**src/verilog/trs_pkg.sv**
```systemverilog
// constants, types and bit layouts shared by the timer request/event/sync block
package trs_pkg;
  localparam int CH_NUM = 4;
  localparam int SYNC_W = 24;
  localparam int IRQ_W = 20;
  localparam int EVI_W = 6;
  localparam int SYNC_TICKS_DEF = 2;
  localparam int SYNC_CNT_W = 4;

  // crossing-pending bit positions, one per write-synchronised register
  localparam int SB_SOFT_RESET = 0;
  localparam int SB_ENABLE = 1;
  localparam int SB_CTRLB = 2;
  localparam int SB_STATUS = 3;
  localparam int SB_COUNT = 4;
  localparam int SB_OVERRIDE = 5;
  localparam int SB_WAVE = 6;
  localparam int SB_LENGTH = 7;
  localparam int SB_COMPARE0 = 8;
  localparam int SB_OVERRIDE_BUF = 16;
  localparam int SB_SHAPE_BUF = 17;
  localparam int SB_LENGTH_BUF = 18;
  localparam int SB_COMPARE_BUF0 = 19;
  // writes that drop the update request: cycle length, compare, override, shape
  localparam logic [SYNC_W-1:0] UPD_CLR_MASK = 24'h7f0fe0;
  localparam logic [SYNC_W-1:0] SYNC_RST = 24'h000000;

  // interrupt flag positions
  localparam int IF_WRAP = 0;
  localparam int IF_RETRIG = 1;
  localparam int IF_COUNT = 2;
  localparam int IF_CAPT_ERR = 3;
  localparam int IF_SYNC_RDY = 4;
  localparam int IF_DEBUG = 11;
  localparam int IF_REC0 = 12;
  localparam int IF_UNREC0 = 14;
  localparam int IF_MATCH0 = 16;
  localparam logic [IRQ_W-1:0] IRQ_RST = 20'h00000;

  // event input sync vector layout
  localparam int EVI_ZERO = 0;
  localparam int EVI_ONE = 1;
  localparam int EVI_CH0 = 2;

  typedef enum logic [2:0] {
    A0_OFF = 3'h0, A0_RETRIG = 3'h1, A0_COUNT = 3'h2, A0_START = 3'h3,
    A0_INC = 3'h4, A0_ACTIVE = 3'h5, A0_FAULT = 3'h7
  } trs_ev0_act_t;

  typedef enum logic [2:0] {
    A1_OFF = 3'h0, A1_RETRIG = 3'h1, A1_DIR = 3'h2, A1_STOP = 3'h3,
    A1_DEC = 3'h4, A1_PPW = 3'h5, A1_PWP = 3'h6, A1_FAULT = 3'h7
  } trs_ev1_act_t;

  typedef struct packed {
    logic wrap;
    logic retrig;
    logic count;
    logic [CH_NUM-1:0] match;
  } trs_event_out_t;

  typedef struct packed {
    logic retrigger;
    logic count_step;
    logic start;
    logic increment;
    logic decrement;
    logic count_down;
    logic stop;
    logic period_capture;
    logic width_capture;
    logic fault_zero;
    logic fault_one;
  } trs_counter_cmd_t;
endpackage

```
**src/verilog/trs_write_sync.sv**
```systemverilog
// per-register write crossing tracker, paced by the counting clock enable
`timescale 1ns/100ps
module trs_write_sync #(
  parameter int W = 24,
  parameter int unsigned SYNC_TICKS = 2
) (
  input wire logic clk_i,
  input wire logic rst_i,
  input wire logic [W-1:0] write_i,
  input wire logic slow_tick_i,
  output logic [W-1:0] busy_o,
  output logic [W-1:0] done_o
);
  import trs_pkg::*;

  if (SYNC_TICKS < 1 || SYNC_TICKS > 15) begin : g_bad
    $error("trs_write_sync: SYNC_TICKS must be 1..15");
  end

  // one tracker per bit; a write while busy is ignored here, the top flags it
  for (genvar i = 0; i < W; i++) begin : g_bit
    logic [SYNC_CNT_W-1:0] cnt;
    logic [SYNC_CNT_W-1:0] next_cnt;
    logic next_busy;
    logic next_done;

    always_comb begin
      next_cnt = cnt;
      next_busy = busy_o[i];
      next_done = 1'b0;
      if (busy_o[i]) begin
        if (slow_tick_i) begin
          if (cnt == SYNC_CNT_W'(SYNC_TICKS - 1)) begin
            next_busy = 1'b0;
            next_done = 1'b1;
          end else begin
            next_cnt = cnt + 4'h1;
          end
        end
      end else if (write_i[i]) begin
        next_busy = 1'b1;
        next_cnt = '0;
      end
    end

    always_ff @(posedge clk_i) begin
      if (rst_i) begin
        cnt <= '0;
        busy_o[i] <= 1'b0;
        done_o[i] <= 1'b0;
      end else begin
        cnt <= next_cnt;
        busy_o[i] <= next_busy;
        done_o[i] <= next_done;
      end
    end
  end
endmodule

```
**src/verilog/trs_request_event.sv**
```systemverilog
// request, interrupt, event and write-crossing logic of the control timer
`timescale 1ns/100ps
module trs_request_event #(
  parameter int unsigned SYNC_TICKS = trs_pkg::SYNC_TICKS_DEF
) (
  input wire logic clk_i,
  input wire logic rst_i,
  input wire logic wrap_i,
  input wire logic retrig_i,
  input wire logic count_i,
  input wire logic [trs_pkg::CH_NUM-1:0] match_i,
  input wire logic [trs_pkg::CH_NUM-1:0] capture_i,
  input wire logic [trs_pkg::CH_NUM-1:0] cc_read_i,
  input wire logic [trs_pkg::CH_NUM-1:0] capture_mode_i,
  input wire logic debug_fault_i,
  input wire logic [1:0] rec_fault_i,
  input wire logic [trs_pkg::IRQ_W-1:0] irq_flags_clear_i,
  input wire logic [trs_pkg::IRQ_W-1:0] irq_mask_set_i,
  input wire logic [trs_pkg::IRQ_W-1:0] irq_mask_clear_i,
  input wire trs_pkg::trs_event_out_t event_out_enable_i,
  input wire logic [trs_pkg::CH_NUM-1:0] channel_event_in_enable_i,
  input wire logic [trs_pkg::CH_NUM-1:0] channel_fault_select_i,
  input wire logic [1:0] counter_event_in_enable_i,
  input wire trs_pkg::trs_ev0_act_t event_zero_action_select_i,
  input wire trs_pkg::trs_ev1_act_t event_one_action_select_i,
  input wire logic counter_event_zero_i,
  input wire logic counter_event_one_i,
  input wire logic [trs_pkg::CH_NUM-1:0] channel_event_i,
  input wire logic prescale_tick_i,
  input wire logic counting_tick_i,
  input wire logic counter_running_i,
  input wire logic keep_running_in_sleep_i,
  input wire logic standby_i,
  input wire logic [trs_pkg::SYNC_W-1:0] reg_write_i,
  output logic dma_update_o,
  output logic [trs_pkg::CH_NUM-1:0] dma_channel_o,
  output logic irq_o,
  output logic [trs_pkg::IRQ_W-1:0] irq_flags_o,
  output trs_pkg::trs_event_out_t event_out_o,
  output trs_pkg::trs_counter_cmd_t counter_cmd_o,
  output logic [trs_pkg::CH_NUM-1:0] channel_capture_o,
  output logic [trs_pkg::CH_NUM-1:0] channel_fault_o,
  output logic clock_request_o,
  output logic wake_o,
  output logic [trs_pkg::SYNC_W-1:0] crossing_pending_flags_o,
  output logic [trs_pkg::SYNC_W-1:0] write_applied_o,
  output logic sync_violation_o
);
  import trs_pkg::*;

  logic [EVI_W-1:0] ev_meta;
  logic [EVI_W-1:0] ev_sync;
  logic [EVI_W-1:0] ev_prev;
  logic [EVI_W-1:0] ev_rise;
  logic [EVI_W-1:0] ev_fall;
  logic [IRQ_W-1:0] irq_mask;
  logic [IRQ_W-1:0] next_flags;
  logic [IRQ_W-1:0] next_mask;
  logic [IRQ_W-1:0] flag_set;
  logic next_irq;
  logic next_dma_update;
  logic [CH_NUM-1:0] next_dma_channel;
  logic [CH_NUM-1:0] chan_set;
  logic [CH_NUM-1:0] chan_clr;
  logic [CH_NUM-1:0] capt_err;
  logic [CH_NUM-1:0] chan_rise;
  logic [CH_NUM-1:0] next_chan_capture;
  logic [CH_NUM-1:0] next_chan_fault;
  trs_event_out_t next_event_out;
  trs_counter_cmd_t next_cmd;
  logic next_violation;
  logic next_clock_request;

  // event inputs come from the routing fabric, so two stages before use
  always_ff @(posedge clk_i) begin
    if (rst_i) begin
      ev_meta <= '0;
      ev_sync <= '0;
      ev_prev <= '0;
    end else begin
      ev_meta <= {channel_event_i, counter_event_one_i, counter_event_zero_i};
      ev_sync <= ev_meta;
      ev_prev <= ev_sync;
    end
  end

  assign ev_rise = ev_sync & ~ev_prev;
  assign ev_fall = ~ev_sync & ev_prev;
  assign chan_rise = ev_rise[EVI_CH0 +: CH_NUM];

  // write crossing tracker, paced by the counting clock enable
  trs_write_sync #(
    .W(SYNC_W),
    .SYNC_TICKS(SYNC_TICKS)
  ) u_sync (
    .clk_i(clk_i),
    .rst_i(rst_i),
    .write_i(reg_write_i),
    .slow_tick_i(counting_tick_i),
    .busy_o(crossing_pending_flags_o),
    .done_o(write_applied_o)
  );

  // counter event actions; a retrigger on both inputs is merged into one pulse
  always_comb begin
    next_cmd = '0;
    next_cmd.count_down = counter_cmd_o.count_down; // direction level holds
    if (counter_event_in_enable_i[0]) begin
      case (event_zero_action_select_i)
        A0_RETRIG: next_cmd.retrigger = ev_rise[EVI_ZERO];
        A0_COUNT: next_cmd.count_step = ev_rise[EVI_ZERO];
        A0_START: next_cmd.start = ev_rise[EVI_ZERO] & ~counter_running_i;
        A0_INC: next_cmd.increment = ev_rise[EVI_ZERO];
        A0_ACTIVE: next_cmd.count_step = ev_sync[EVI_ZERO] & prescale_tick_i;
        A0_FAULT: next_cmd.fault_zero = ev_rise[EVI_ZERO];
        default: ;
      endcase
    end
    if (counter_event_in_enable_i[1]) begin
      case (event_one_action_select_i)
        A1_RETRIG: next_cmd.retrigger = next_cmd.retrigger | ev_rise[EVI_ONE];
        A1_DIR: next_cmd.count_down = ev_sync[EVI_ONE];
        A1_STOP: next_cmd.stop = ev_rise[EVI_ONE];
        A1_DEC: next_cmd.decrement = ev_rise[EVI_ONE];
        A1_PPW: begin
          next_cmd.period_capture = ev_rise[EVI_ONE];
          next_cmd.width_capture = ev_fall[EVI_ONE];
        end
        A1_PWP: begin
          next_cmd.period_capture = ev_fall[EVI_ONE];
          next_cmd.width_capture = ev_rise[EVI_ONE];
        end
        A1_FAULT: next_cmd.fault_one = ev_rise[EVI_ONE];
        default: ;
      endcase
    end
    // channel events: capture or recoverable fault, per channel choice
    next_chan_capture = chan_rise & channel_event_in_enable_i & ~channel_fault_select_i;
    next_chan_fault = chan_rise & channel_event_in_enable_i & channel_fault_select_i;
    // output events, gated by their enables
    next_event_out.wrap = event_out_enable_i.wrap & wrap_i;
    next_event_out.retrig = event_out_enable_i.retrig & retrig_i;
    next_event_out.count = event_out_enable_i.count & count_i;
    next_event_out.match = event_out_enable_i.match & (match_i | capture_i);
  end

  always_ff @(posedge clk_i) begin
    if (rst_i) begin
      counter_cmd_o <= '0;
      channel_capture_o <= '0;
      channel_fault_o <= '0;
      event_out_o <= '0;
    end else begin
      counter_cmd_o <= next_cmd;
      channel_capture_o <= next_chan_capture;
      channel_fault_o <= next_chan_fault;
      event_out_o <= next_event_out;
    end
  end

  // dma requests; a set in the same cycle as a clear wins
  always_comb begin
    chan_set = (match_i & ~capture_mode_i) | (capture_i & capture_mode_i);
    chan_clr = (reg_write_i[SB_COMPARE_BUF0 +: CH_NUM] & ~capture_mode_i)
      | (cc_read_i & capture_mode_i);
    next_dma_channel = (dma_channel_o & ~chan_clr) | chan_set;
    next_dma_update = dma_update_o;
    if (|(reg_write_i & UPD_CLR_MASK)) begin
      next_dma_update = 1'b0;
    end
    if (wrap_i | retrig_i) begin
      next_dma_update = 1'b1;
    end
    // a read in the same cycle takes the old value, so no overrun then
    capt_err = capture_i & capture_mode_i & dma_channel_o & ~cc_read_i;
  end

  always_ff @(posedge clk_i) begin
    if (rst_i) begin
      dma_update_o <= 1'b0;
      dma_channel_o <= '0;
    end else begin
      dma_update_o <= next_dma_update;
      dma_channel_o <= next_dma_channel;
    end
  end

  // interrupt flags, mask and the single shared line
  always_comb begin
    flag_set = '0;
    flag_set[IF_WRAP] = wrap_i;
    flag_set[IF_RETRIG] = retrig_i;
    flag_set[IF_COUNT] = count_i;
    flag_set[IF_CAPT_ERR] = |capt_err;
    flag_set[IF_SYNC_RDY] = |write_applied_o;
    flag_set[IF_DEBUG] = debug_fault_i;
    flag_set[IF_REC0 +: 2] = rec_fault_i;
    flag_set[IF_UNREC0] = next_cmd.fault_zero;
    flag_set[IF_UNREC0 + 1] = next_cmd.fault_one;
    flag_set[IF_MATCH0 +: CH_NUM] = match_i | capture_i;
    // set beats clear so an event in the clearing cycle survives
    next_flags = (irq_flags_o & ~irq_flags_clear_i) | flag_set;
    next_mask = (irq_mask | irq_mask_set_i) & ~irq_mask_clear_i;
    next_irq = |(next_flags & next_mask);
    // a busy register touched again: the write is dropped and reported
    next_violation = |(reg_write_i & crossing_pending_flags_o);
    next_clock_request = ~standby_i | keep_running_in_sleep_i;
  end

  always_ff @(posedge clk_i) begin
    if (rst_i) begin
      irq_flags_o <= IRQ_RST;
      irq_mask <= IRQ_RST;
      irq_o <= 1'b0;
      wake_o <= 1'b0;
      sync_violation_o <= 1'b0;
      clock_request_o <= 1'b1;
    end else begin
      irq_flags_o <= next_flags;
      irq_mask <= next_mask;
      irq_o <= next_irq;
      wake_o <= next_irq;
      sync_violation_o <= next_violation;
      clock_request_o <= next_clock_request;
    end
  end
endmodule

```
**config.mk**
```make
export PLATFORM = sky130hd
export DESIGN_NAME = trs_request_event
export DESIGN_NICKNAME = d
export VERILOG_FILES = /design/src/verilog/trs_pkg.sv /design/src/verilog/trs_write_sync.sv /design/src/verilog/trs_request_event.sv
export SDC_FILE = /design/constraint.sdc
export NUM_CORES = 1
export LEC_CHECK = 0
export BUFFER_PORTS_ARGS = -buffer_cell sky130_fd_sc_hd__buf_4
export CORE_AREA = 2 2 140 142
export DETAILED_ROUTE_END_ITERATION = 6
export DIE_AREA = 0 0 142 144
export PLACE_DENSITY = 0.78
export SLEW_MARGIN = 20
export SYNTH_ARGS = -nofsm -noshare
export SYNTH_HDL_FRONTEND = slang
export SYNTH_SLANG_ARGS = --single-unit
```
**constraint.sdc**
```tcl
create_clock -name clk_i -period 1.85 [get_ports clk_i]
set_clock_uncertainty 0.05 [all_clocks]
set_input_delay 0.2775 -clock clk_i [delete_from_list [all_inputs] [get_ports clk_i]]
set_output_delay 0.2775 -clock clk_i [all_outputs]
set_load 0.05 [all_outputs]
```
Yosys cells after proc, flatten, opt, wreduce, memory -nomap -nowiden
Index checks and enable logic that the tools add are counted.

Multipliers: 0. Add/subtract/negate cells: 24. Shift operators: 0. Reductions and logical operators: 85. Eq/ne operators: 85. Magnitude comparators: 0. Multiplexer cells: 230. Divide/modulo/power cells: 0. Bitwise operators: 72.

Operator list (number): $mux W4 (97); $mux W1 (131); $add A4 B1 Y4 const B (24); $eq A4 B1 Y1 const B (24); $ne A2 B2 Y1 const B (48); $reduce_or A3 Y1 (28); $reduce_and A3 Y1 (24); $and A20 B20 Y20 (3); $reduce_bool A2 Y1 (25); $reduce_or A24 Y1 (2); $and A4 B4 Y4 (11); $not A20 Y20 (2); $or A20 B20 Y20 (2); $not A1 Y1 (33); $and A24 B24 Y24 (1); $eq A3 B3 Y1 const B (7); $reduce_or A20 Y1 (1); $not A4 Y4 (4); $or A4 B4 Y4 (4); $reduce_or A14 Y1 (1); $eq A3 B2 Y1 const B (4); $and A6 B6 Y6 (1); $eq A3 B1 Y1 const B (2); $not A6 Y6 (1); 9 further kinds (16).

ROM bits: 0. Input port bits: 142. Memory bits (writable): 0. Bits in registers: 236. Latch bits: 0. Memories kept: 0.

Logic depth before layout (Yosys ltp)
Gate-level depths: netlist (run 1).

Depth in word-level cells: 8. Gate-level depth with buffers: 7. Mapped depth without buffers: 7.

Cells and area by module
A second synthesis (run 1) with hierarchy kept.

Cell total of the unflattened synthesis: 1129. Area total of the unflattened synthesis: 10284.9 µm².

By module, submodules not included: trs_write_sync (instances 1, cells an instance 788, area an instance 6966.7 µm²); trs_request_event (instances 1, cells an instance 341, area an instance 3318.2 µm²).

Least setup slack after synthesis (run 1)
No wires, ideal clock.

Path type: reg-to-reg. Start point: register dma_channel_o[1] in the netlist's numbering. End point: register wake_o. Setup slack: 0.209 ns. Cell stages (with the launch flop): 6. Clock period less this slack: 1.641 ns. Data required time: 1.659 ns. Arrival time: 1.450 ns. Cells stage by stage: dfxtp_1 nor2b_4 a32oi_1 nand4_1 a2111oi_2 a41oi_1.

Cells in the longest elaborated chain, start to end: 6.

RTL lines: start: declaration (RTL line trs_request_event.sv:36) `output logic [trs_pkg::CH_NUM-1:0] dma_channel_o,`; start signal: assignment (RTL line trs_request_event.sv:184) `dma_channel_o <= next_dma_channel;`; $and A4 B4 Y4 (2 in a row) (RTL line trs_request_event.sv:175) `capt_err = capture_i & capture_mode_i & dma_channel_o & ~cc_read_i;`; $reduce_or A4 Y1 (RTL line trs_request_event.sv:194) `flag_set[IF_CAPT_ERR] = |capt_err;`; $or A20 B20 Y20 (RTL line trs_request_event.sv:202) `next_flags = (irq_flags_o & ~irq_flags_clear_i) | flag_set;`; $and A20 B20 Y20 (RTL line trs_request_event.sv:204) `next_irq = |(next_flags & next_mask);`; $reduce_or A20 Y1 (RTL line trs_request_event.sv:204); end signal: assignment (RTL line trs_request_event.sv:222) `wake_o <= next_irq;`; end: declaration (RTL line trs_request_event.sv:44) `output logic wake_o,`.

Every way passes these cells. A chain may end at the register's enable or synchronous reset.

Worst setup path after layout (run 1)
Start point: register u_sync.g_bit[3].cnt[0]. End point: register u_sync.g_bit[3].cnt[3].

Cells in the longest elaborated chain, start to end: 4. Elaborated cells between the ends (all ways): 7. Those cells by class: add/sub (1); eq/ne (2); mux (3); reduce/logical (1).

RTL lines: start: declaration (RTL line trs_write_sync.sv:22) `logic [SYNC_CNT_W-1:0] cnt;`; start signal: assignment (RTL line trs_write_sync.sv:52) `cnt <= next_cnt;`; $add A4 B1 Y4 (RTL line trs_write_sync.sv:37) `next_cnt = cnt + 4'h1;`; $mux W4 (RTL line trs_write_sync.sv:33) `if (cnt == SYNC_CNT_W'(SYNC_TICKS - 1)) begin`; $mux W4 (RTL line trs_write_sync.sv:32) `if (slow_tick_i) begin`; $mux W4 (RTL line trs_write_sync.sv:31) `if (busy_o[i]) begin`.

Several ways; a longest one is shown, not always the timed one. The select of a mux whose other input is x is not followed.

==> impl_metrics.json, run 1 <==
{
  "synth_area_leaders": "dfxtp_1 48%, ha_1 6.1%, nor2_1 5.8%",
  "p_leak_uw": 0.005950,
  "slowest_stage": "nor3b_1",
  "cpPeakStageDelay_ns": 0.43,
  "critPathLaunch": "u_sync.g_bit[3].cnt[0]",
  "setup_viol": 0,
  "wl_per_cell_um": 16.36,
  "gp_congestion": 0.8849,
  "final_antenna_net_count": 0,
  "clock_path_buffers": 3,
  "ys_seq_area_frac": 0.4786,
  "r2r_slack_ns": 0.18,
  "drive_above_1_share": 0.2480,
  "tightestPinTransition_ns": 0.5423,
  "dr.first_iter.drc_count": 393,
  "synth_top_area_frac": 0.4786,
  "drc": 0,
  "dp_cells": 1516,
  "powerDensity_nw_per_um2": 879.3,
  "clkTransAtPathRegs_ns": 0.06,
  "htree_num_levels": 1,
  "dp_hpwl_um": 18600,
  "synth_seq_cells": 236,
  "finalSetupTns_ns": 0,
  "crit_required_ns": 2.17,
  "hp-class": "in2reg",
  "critPathTopFamily": "simple AND/OR/NAND/NOR gates",
  "antenna_found_initial": 2,
  "timing.rr.end": "u_sync.g_bit[3].cnt[3]",
  "netlist_top_cells_count": "236 x dfxtp_1, 152 x nor2_1, 55 x nor2b_1",
  "viasPerCell": 5.355,
  "crit_type": "reg2reg",
  "relSlewSlack": 0.6385,
  "die_x_um": 142,
  "layout_setup_ws_ns": 0.1791,
  "p_total_uw": 12060,
  "synth_enable_flop_cells": 0,
  "crit_buf_inv": 0,
  "initial_utilization": 0.5173,
  "netlist_instances": 1041,
  "stdcell_count": 1639,
  "reg2regPathDepth": 6,
  "synth-async-reset-ratio": 0,
  "routed_wl_um": 26810,
  "cp.depth": 6,
  "pin_count": 245,
  "yosysMostFrequentCell": "dfxtp_1",
  "outcome": "finished, final reports clean",
  "core_area_um2": 19080,
  "crit_chain": "ha_1 -> nor3b_1 -> nor2_2 -> nand4_1 -> xor2_1 -> nor3_2",
  "rsz0062_at_grt": "no",
  "critPathCaptureType": "register",
  "io_buffers": 244,
  "max_cap_violations": 0,
  "vdd_ir_drop_max_mv": 0.7161,
  "num_rows": 51,
  "numClockSinks": 236,
  "hold_violations": 0,
  "numCtsBuffers": 24,
  "cp_max_fo": 5,
  "r2r_start": "u_sync.g_bit[3].cnt[0]",
  "dr.pass1.iters": 7,
  "fin_crit_sh": 0.9032,
  "clock-root-buffer": "clkbuf_16",
  "min_period_ns": 1.671,
  "yosys.area.top_type": "dfxtp_1",
  "ys.flop_type": "dfxtp_1",
  "syn_area_per_cell_um2": 9.482,
  "grt_pass1_wl_um": 41870,
  "cts_tree": "done",
  "die_h_um": 144,
  "post-place-ws_ns": 0.06281,
  "fmax_mhz": 598.5,
  "gr-usage-all-layers": 0.2539,
  "critPathArrivalTime_ns": 1.99,
  "grt_max_degree": 104,
  "die_area_um2": 20450,
  "syn_area_um2": 9871,
  "setup.worst_path.end": "u_sync.g_bit[3].cnt[3]",
  "worstSkewPairLatency_ns": 0.51,
  "nNetsFinal": 1573,
  "synth.distinct_cells": 55,
  "startpoint_type": "register",
  "syn_to_final_growth_pct": 38.89,
  "grt_pass1_vias": 8472,
  "grt-ovfl-total": 0,
  "route.vias.total": 8777,
  "synth_nets": 1231,
  "slew_violations": 0,
  "synth_warnings": 0
}
[state kept, by name, indices dropped and copies added (netlist names), 4 cells and up]
| name | flops |
|---|---|
| irq_flags_o | 20 |
| u_sync.g_bit.cnt | 96 |
| counter_cmd_o | 11 |
| ev_prev | 6 |
| irq_mask | 20 |
| ev_meta | 6 |
| u_sync.done_o | 24 |
| channel_fault_o | 4 |
| event_out_o | 7 |
| u_sync.busy_o | 24 |
| dma_channel_o | 4 |
| channel_capture_o | 4 |
| ev_sync | 6 |
[placed cells by master (no fill, tap or decap), drive strengths merged, types with 4 or more instances in the layout]
cell type / Yosys / final
a21boi: 4 / 4
nand3: 4 / 4
a22oi: 12 / 12
o22ai: 7 / 7
bufinv: 0 / 4
ha: 48 / 48
xor2: 48 / 48
and4b: 4 / 4
o31a: 22 / 22
a311oi: 24 / 24
or3: 23 / 23
buf: 12 / 267
a211oi: 4 / 4
nor2b: 56 / 56
dlygate4sd3: 0 / 79
nand4: 30 / 30
nand2b: 8 / 8
nor4: 11 / 11
inv: 44 / 44
dfxtp: 236 / 236
clkbuf: 18 / 35
nor3b: 30 / 30
nor3: 64 / 64
nand2: 54 / 54
mux2i: 23 / 23
a21oi: 9 / 9
nor4bb: 4 / 4
and3: 24 / 24
nor2: 174 / 174
o21bai: 15 / 15
[layer usage]
metal,routed length [um],up-vias,track usage
met4,939,0,0.09579
met3,1214,72,0.04437
met2,13080,215,0.4439
met1,11580,4177,0.3141
met5,0,-,0
li1,-,4313,-
[timing repair]
item,4_1_cts,5_1_grt
endpoints found under the setup margin,0,2
buffers inserted,0,0
resized for setup,0,2
hold buffers,79,0
hold endpoints to repair,58,0
[report_power, final]
part	switching [uW]	leakage, uW	internal (uW)
Sequential	159	0.00193	5240
Combinational	903	0.00362	706
Clock	1940	0.000400	3110
[final cells by class]
type                       count  area, um2
antenna                        2      5.005
timing repair buffer         346       2836
clock inverter                 7      135.1
inverter                      44      165.2
tap                          238      297.8
sequential                   236       4725
clock buffer                  35      683.2
multi-input combinational    731       4862
fill                        1373       5370
[stage by stage]
step / utilization / hold WS (ns) / cell area [um2]
global route: 0.7185 / 0.001539 / 13710
CTS: 0.7178 / 0.001371 / 13690
global placement: 0.6334 / 0.3502 / 12090
finish: 0.7185 / 0.01318 / 13710
floorplan: - / 0.2894 / 9871
detailed placement: 0.6334 / 0.3582 / 12090
[worst reg2reg max path: cells and delay by family, from the launching register on]
kind          cells  cell delay [ns]
xor+xnor          1             0.19
fa+ha+maj         1             0.16
flops             1             0.39
simple gates      4             0.75
[kinds of logic after synthesis]
kind of cell               Yosys count  share of synthesized area
AOI/OAI and AO/OA                  112                    0.09165
xor gates and xnor gates            48                    0.04259
adders and majority gates           48                    0.06084
buffers and inverters               74                    0.02979
DFF                                236                     0.4786
muxes                               23                    0.02332
and+or+nand+nor                    500                     0.2732
[worst min path at each step]
stage                               start                   end  cells past startpoint
floorplan                       standby_i       clock_request_o                      1
global placement               ev_prev[5]  channel_capture_o[3]                      1
detailed placement             ev_prev[5]  channel_capture_o[3]                      1
CTS                 event_out_enable_i[3]        event_out_o[3]                      2
global route        event_out_enable_i[3]        event_out_o[3]                      2
finish                  irq_mask_set_i[7]           irq_mask[7]                      3
No activity file was read; power rests on OpenSTA's default activity.
==> inputs of run 2 (changes only) <==
Settings changed: ABC_AREA from default to 1, CORE_AREA 2 2 140 142 to 2 2 142 144, DIE_AREA 0 0 142 144 to 0 0 144 146, PLACE_DENSITY 0.78 to 0.79.
==> impl_metrics.json, run 2 <==
{
  "outcome": "finished, final reports clean",
  "syn_to_final_growth_pct": 40.60,
  "ys_seq_area_frac": 0.4541,
  "largest_register_ffs": 96,
  "netlist_top_cells_count": "236 x dfxtp_1, 233 x inv_1, 209 x nor2_1",
  "min_path_cells": 3,
  "ctsResizeCount": 0,
  "p_total_uw": 12560,
  "whs_endpoint": "dma_channel_o[0]",
  "ctsHoldBuffers": 128,
  "crit_chain": "inv_1 -> nor2_1 -> nand3_1 -> nor4_1 -> dlygate4sd3_1",
  "synth.distinct_cells": 38,
  "synth_nets": 1550,
  "die_area_um2": 21020,
  "post-place-ws_ns": 0.1525,
  "timing.rr.end": "counter_cmd_o[7]",
  "cp_max_fo": 5,
  "final_cell_mix": "248 x buf_4, 236 x dfxtp_1, 233 x inv_1, 209 x nor2_1, 207 x nand2_1",
  "final_antenna_net_count": 0,
  "fmax_mhz": 559.3,
  "relSlewSlack": 0.6330,
  "finalSetupTns_ns": 0,
  "drc": 0,
  "synth_warnings": 0,
  "final_common_cell": "buf_4",
  "synth-xor-area-share": 0.01768,
  "r2r_start": "ev_sync[0]",
  "grt-ovfl-total": 0,
  "synth_top_area_frac": 0.4541,
  "cts_setup_buffers": 0,
  "synth_enable_flop_cells": 0,
  "crit_required_ns": 2.27,
  "max_cap_violations": 0,
  "dp_cells": 1849,
  "grt_pass1_wl_um": 51770,
  "p_leak_uw": 0.006968,
  "io_buffers": 244,
  "yosys-mux-area-fraction": 0.0009620,
  "critPathCaptureType": "register",
  "gr-usage-all-layers": 0.3047,
  "top_register": "u_sync.g_bit.cnt",
  "drive_above_1_share": 0.1986,
  "tightestPinTransition_ns": 0.5480,
  "routed_wl_um": 32470,
  "grt_max_degree": 99,
  "yosysMostFrequentCell": "dfxtp_1",
  "slowest_stage": "dlygate4sd3_1",
  "antennaDiodeCount": 0,
  "r2r_slack_ns": 0.06,
  "die_h_um": 146,
  "syn_area_per_cell_um2": 7.651,
  "vdd_ir_drop_max_mv": 0.7511,
  "pin_count": 245,
  "hp-start": "capture_i[0]",
  "hold_violations": 0,
  "dr.pass1.iters": 6,
  "synth-simple-area-share": 0.2638,
  "yosys.area.top_type": "dfxtp_1",
  "top_usage_layer": "met2",
  "hp-class": "in2reg",
  "dp_hpwl_um": 19640,
  "grt_use_met1": 0.3476,
  "clock-root-buffer": "clkbuf_16",
  "nNetsFinal": 1930,
  "rsz0062_at_grt": "no",
  "seq_area_um2": 4725,
  "fin_crit_sh": 0.9664,
  "htree_num_levels": 1,
  "dr.first_iter.drc_count": 719,
  "powerDensity_nw_per_um2": 858.3,
  "cpPeakStageDelay_ns": 0.59,
  "numClockSinks": 236,
  "numCtsBuffers": 26,
  "reg_top3": "u_sync.g_bit.cnt x96, u_sync.busy_o x24, u_sync.done_o x24",
  "num_rows": 51,
  "route.vias.total": 10620,
  "wl_per_cell_um": 16.06,
  "utilization": 0.7566,
  "setup_viol": 0,
  "clkTransAtPathRegs_ns": 0.06,
  "ys.flop_type": "dfxtp_1",
  "gp_congestion": 0.9009,
  "slew_violations": 0,
  "core_area_um2": 19330,
  "netlist_instances": 1360,
  "startpoint_type": "register",
  "antenna_found_initial": 0,
  "synth_seq_cells": 236,
  "stdcell_count": 2022,
  "synth_compound_area_frac": 0.1016,
  "syn_area_um2": 10400,
  "met3_usage": 0.06811,
  "synth_fa_ha_area_frac": 0.05772,
  "viasPerCell": 5.254,
  "crit_type": "reg2reg",
  "num-fill-cells": 1287,
  "initial_utilization": 0.5381,
  "grt_use_met2": 0.5226,
  "min_period_ns": 1.788,
  "synth_top_family_by_area": "simple AND/OR/NAND/NOR gates",
  "cts_tree": "done",
  "die_x_um": 144,
  "worstSkewPairLatency_ns": 0.53,
  "grt_pass1_vias": 10670,
  "reg2regPathDepth": 5,
  "clock_path_buffers": 3,
  "critPathArrivalTime_ns": 2.21,
  "synth_area_leaders": "dfxtp_1 45%, inv_1 8.4%, nor2_1 7.5%",
  "synth-async-reset-ratio": 0,
  "multi_input_area_um2": 4597,
  "layout_setup_ws_ns": 0.06210
}
==> run 2: cell count changes after synthesis, sizes merged, moves of 23 or more <==
cell,delta
o211ai,+24
nand3,+39
a21oi,+68
nor2b,-56
nor2,+35
nand2,+182
or3,-23
inv,+203
nor3b,-29
xor2,-28
==> run 2: kinds of logic after synthesis <==
kind of cell | Yosys count
and+or+nand+nor | 608
buffers and inverters | 273
DFF | 236
AOI/OAI and AO/OA | 173
adders and majority gates | 48
xor gates and xnor gates | 21
muxes | 1
==> run 2: metrics by stage <==
stage | hold WS, ns | cell area [um2]
6_report | 0.02131 | 14630
2_1_floorplan | 0.2962 | 10410
3_5_place_dp | 0.3452 | 12480
5_1_grt | 0.01882 | 14630
4_1_cts | 0.001451 | 14630
3_3_place_gp | 0.3393 | 12480
==> run 2: worst max-delay path by stage <==
stage,startpoint,cells past startpoint,to,slack (ns)
after floorplan,u_sync.busy_o[14],5,u_sync.g_bit[14].cnt[2],0.30
final,ev_sync[0],5,counter_cmd_o[7],0.06
after CTS,reg_write_i[19],7,dma_update_o,0.14
after global routing,reg_write_i[19],7,dma_update_o,0.04
after detailed placement,reg_write_i[19],6,dma_update_o,0.15
after global placement,reg_write_i[19],6,dma_update_o,0.18
==> run 2: cell type report <==
type                       instances  area share
clock buffer                      39     0.05542
clock inverter                     6    0.003763
inverter                         247     0.06338
multi-input combinational        851      0.3142
sequential                       236      0.3230
tap                              265     0.02267
timing repair buffer             378      0.2176
==> run 2: where the power goes <==
part,internal (uW),switching [uW]
sequential,5270,174
combinational,772,1130
clock,3140,2080
total,9170,3380
==> run 2: worst max-delay path, delay by kind of cell, from the launching register on <==
family | cells | cell delay, ns
and+or+nand+nor | 3 | 0.72
DFF | 1 | 0.33
buffers and inverters | 2 | 0.65
==> run 2: layer usage <==
metal / part of all wire / routed length, um
met5: 0 / 0
met4: 0.057 / 1842
met3: 0.077 / 2512
met2: 0.48 / 15630
met1: 0.38 / 12480
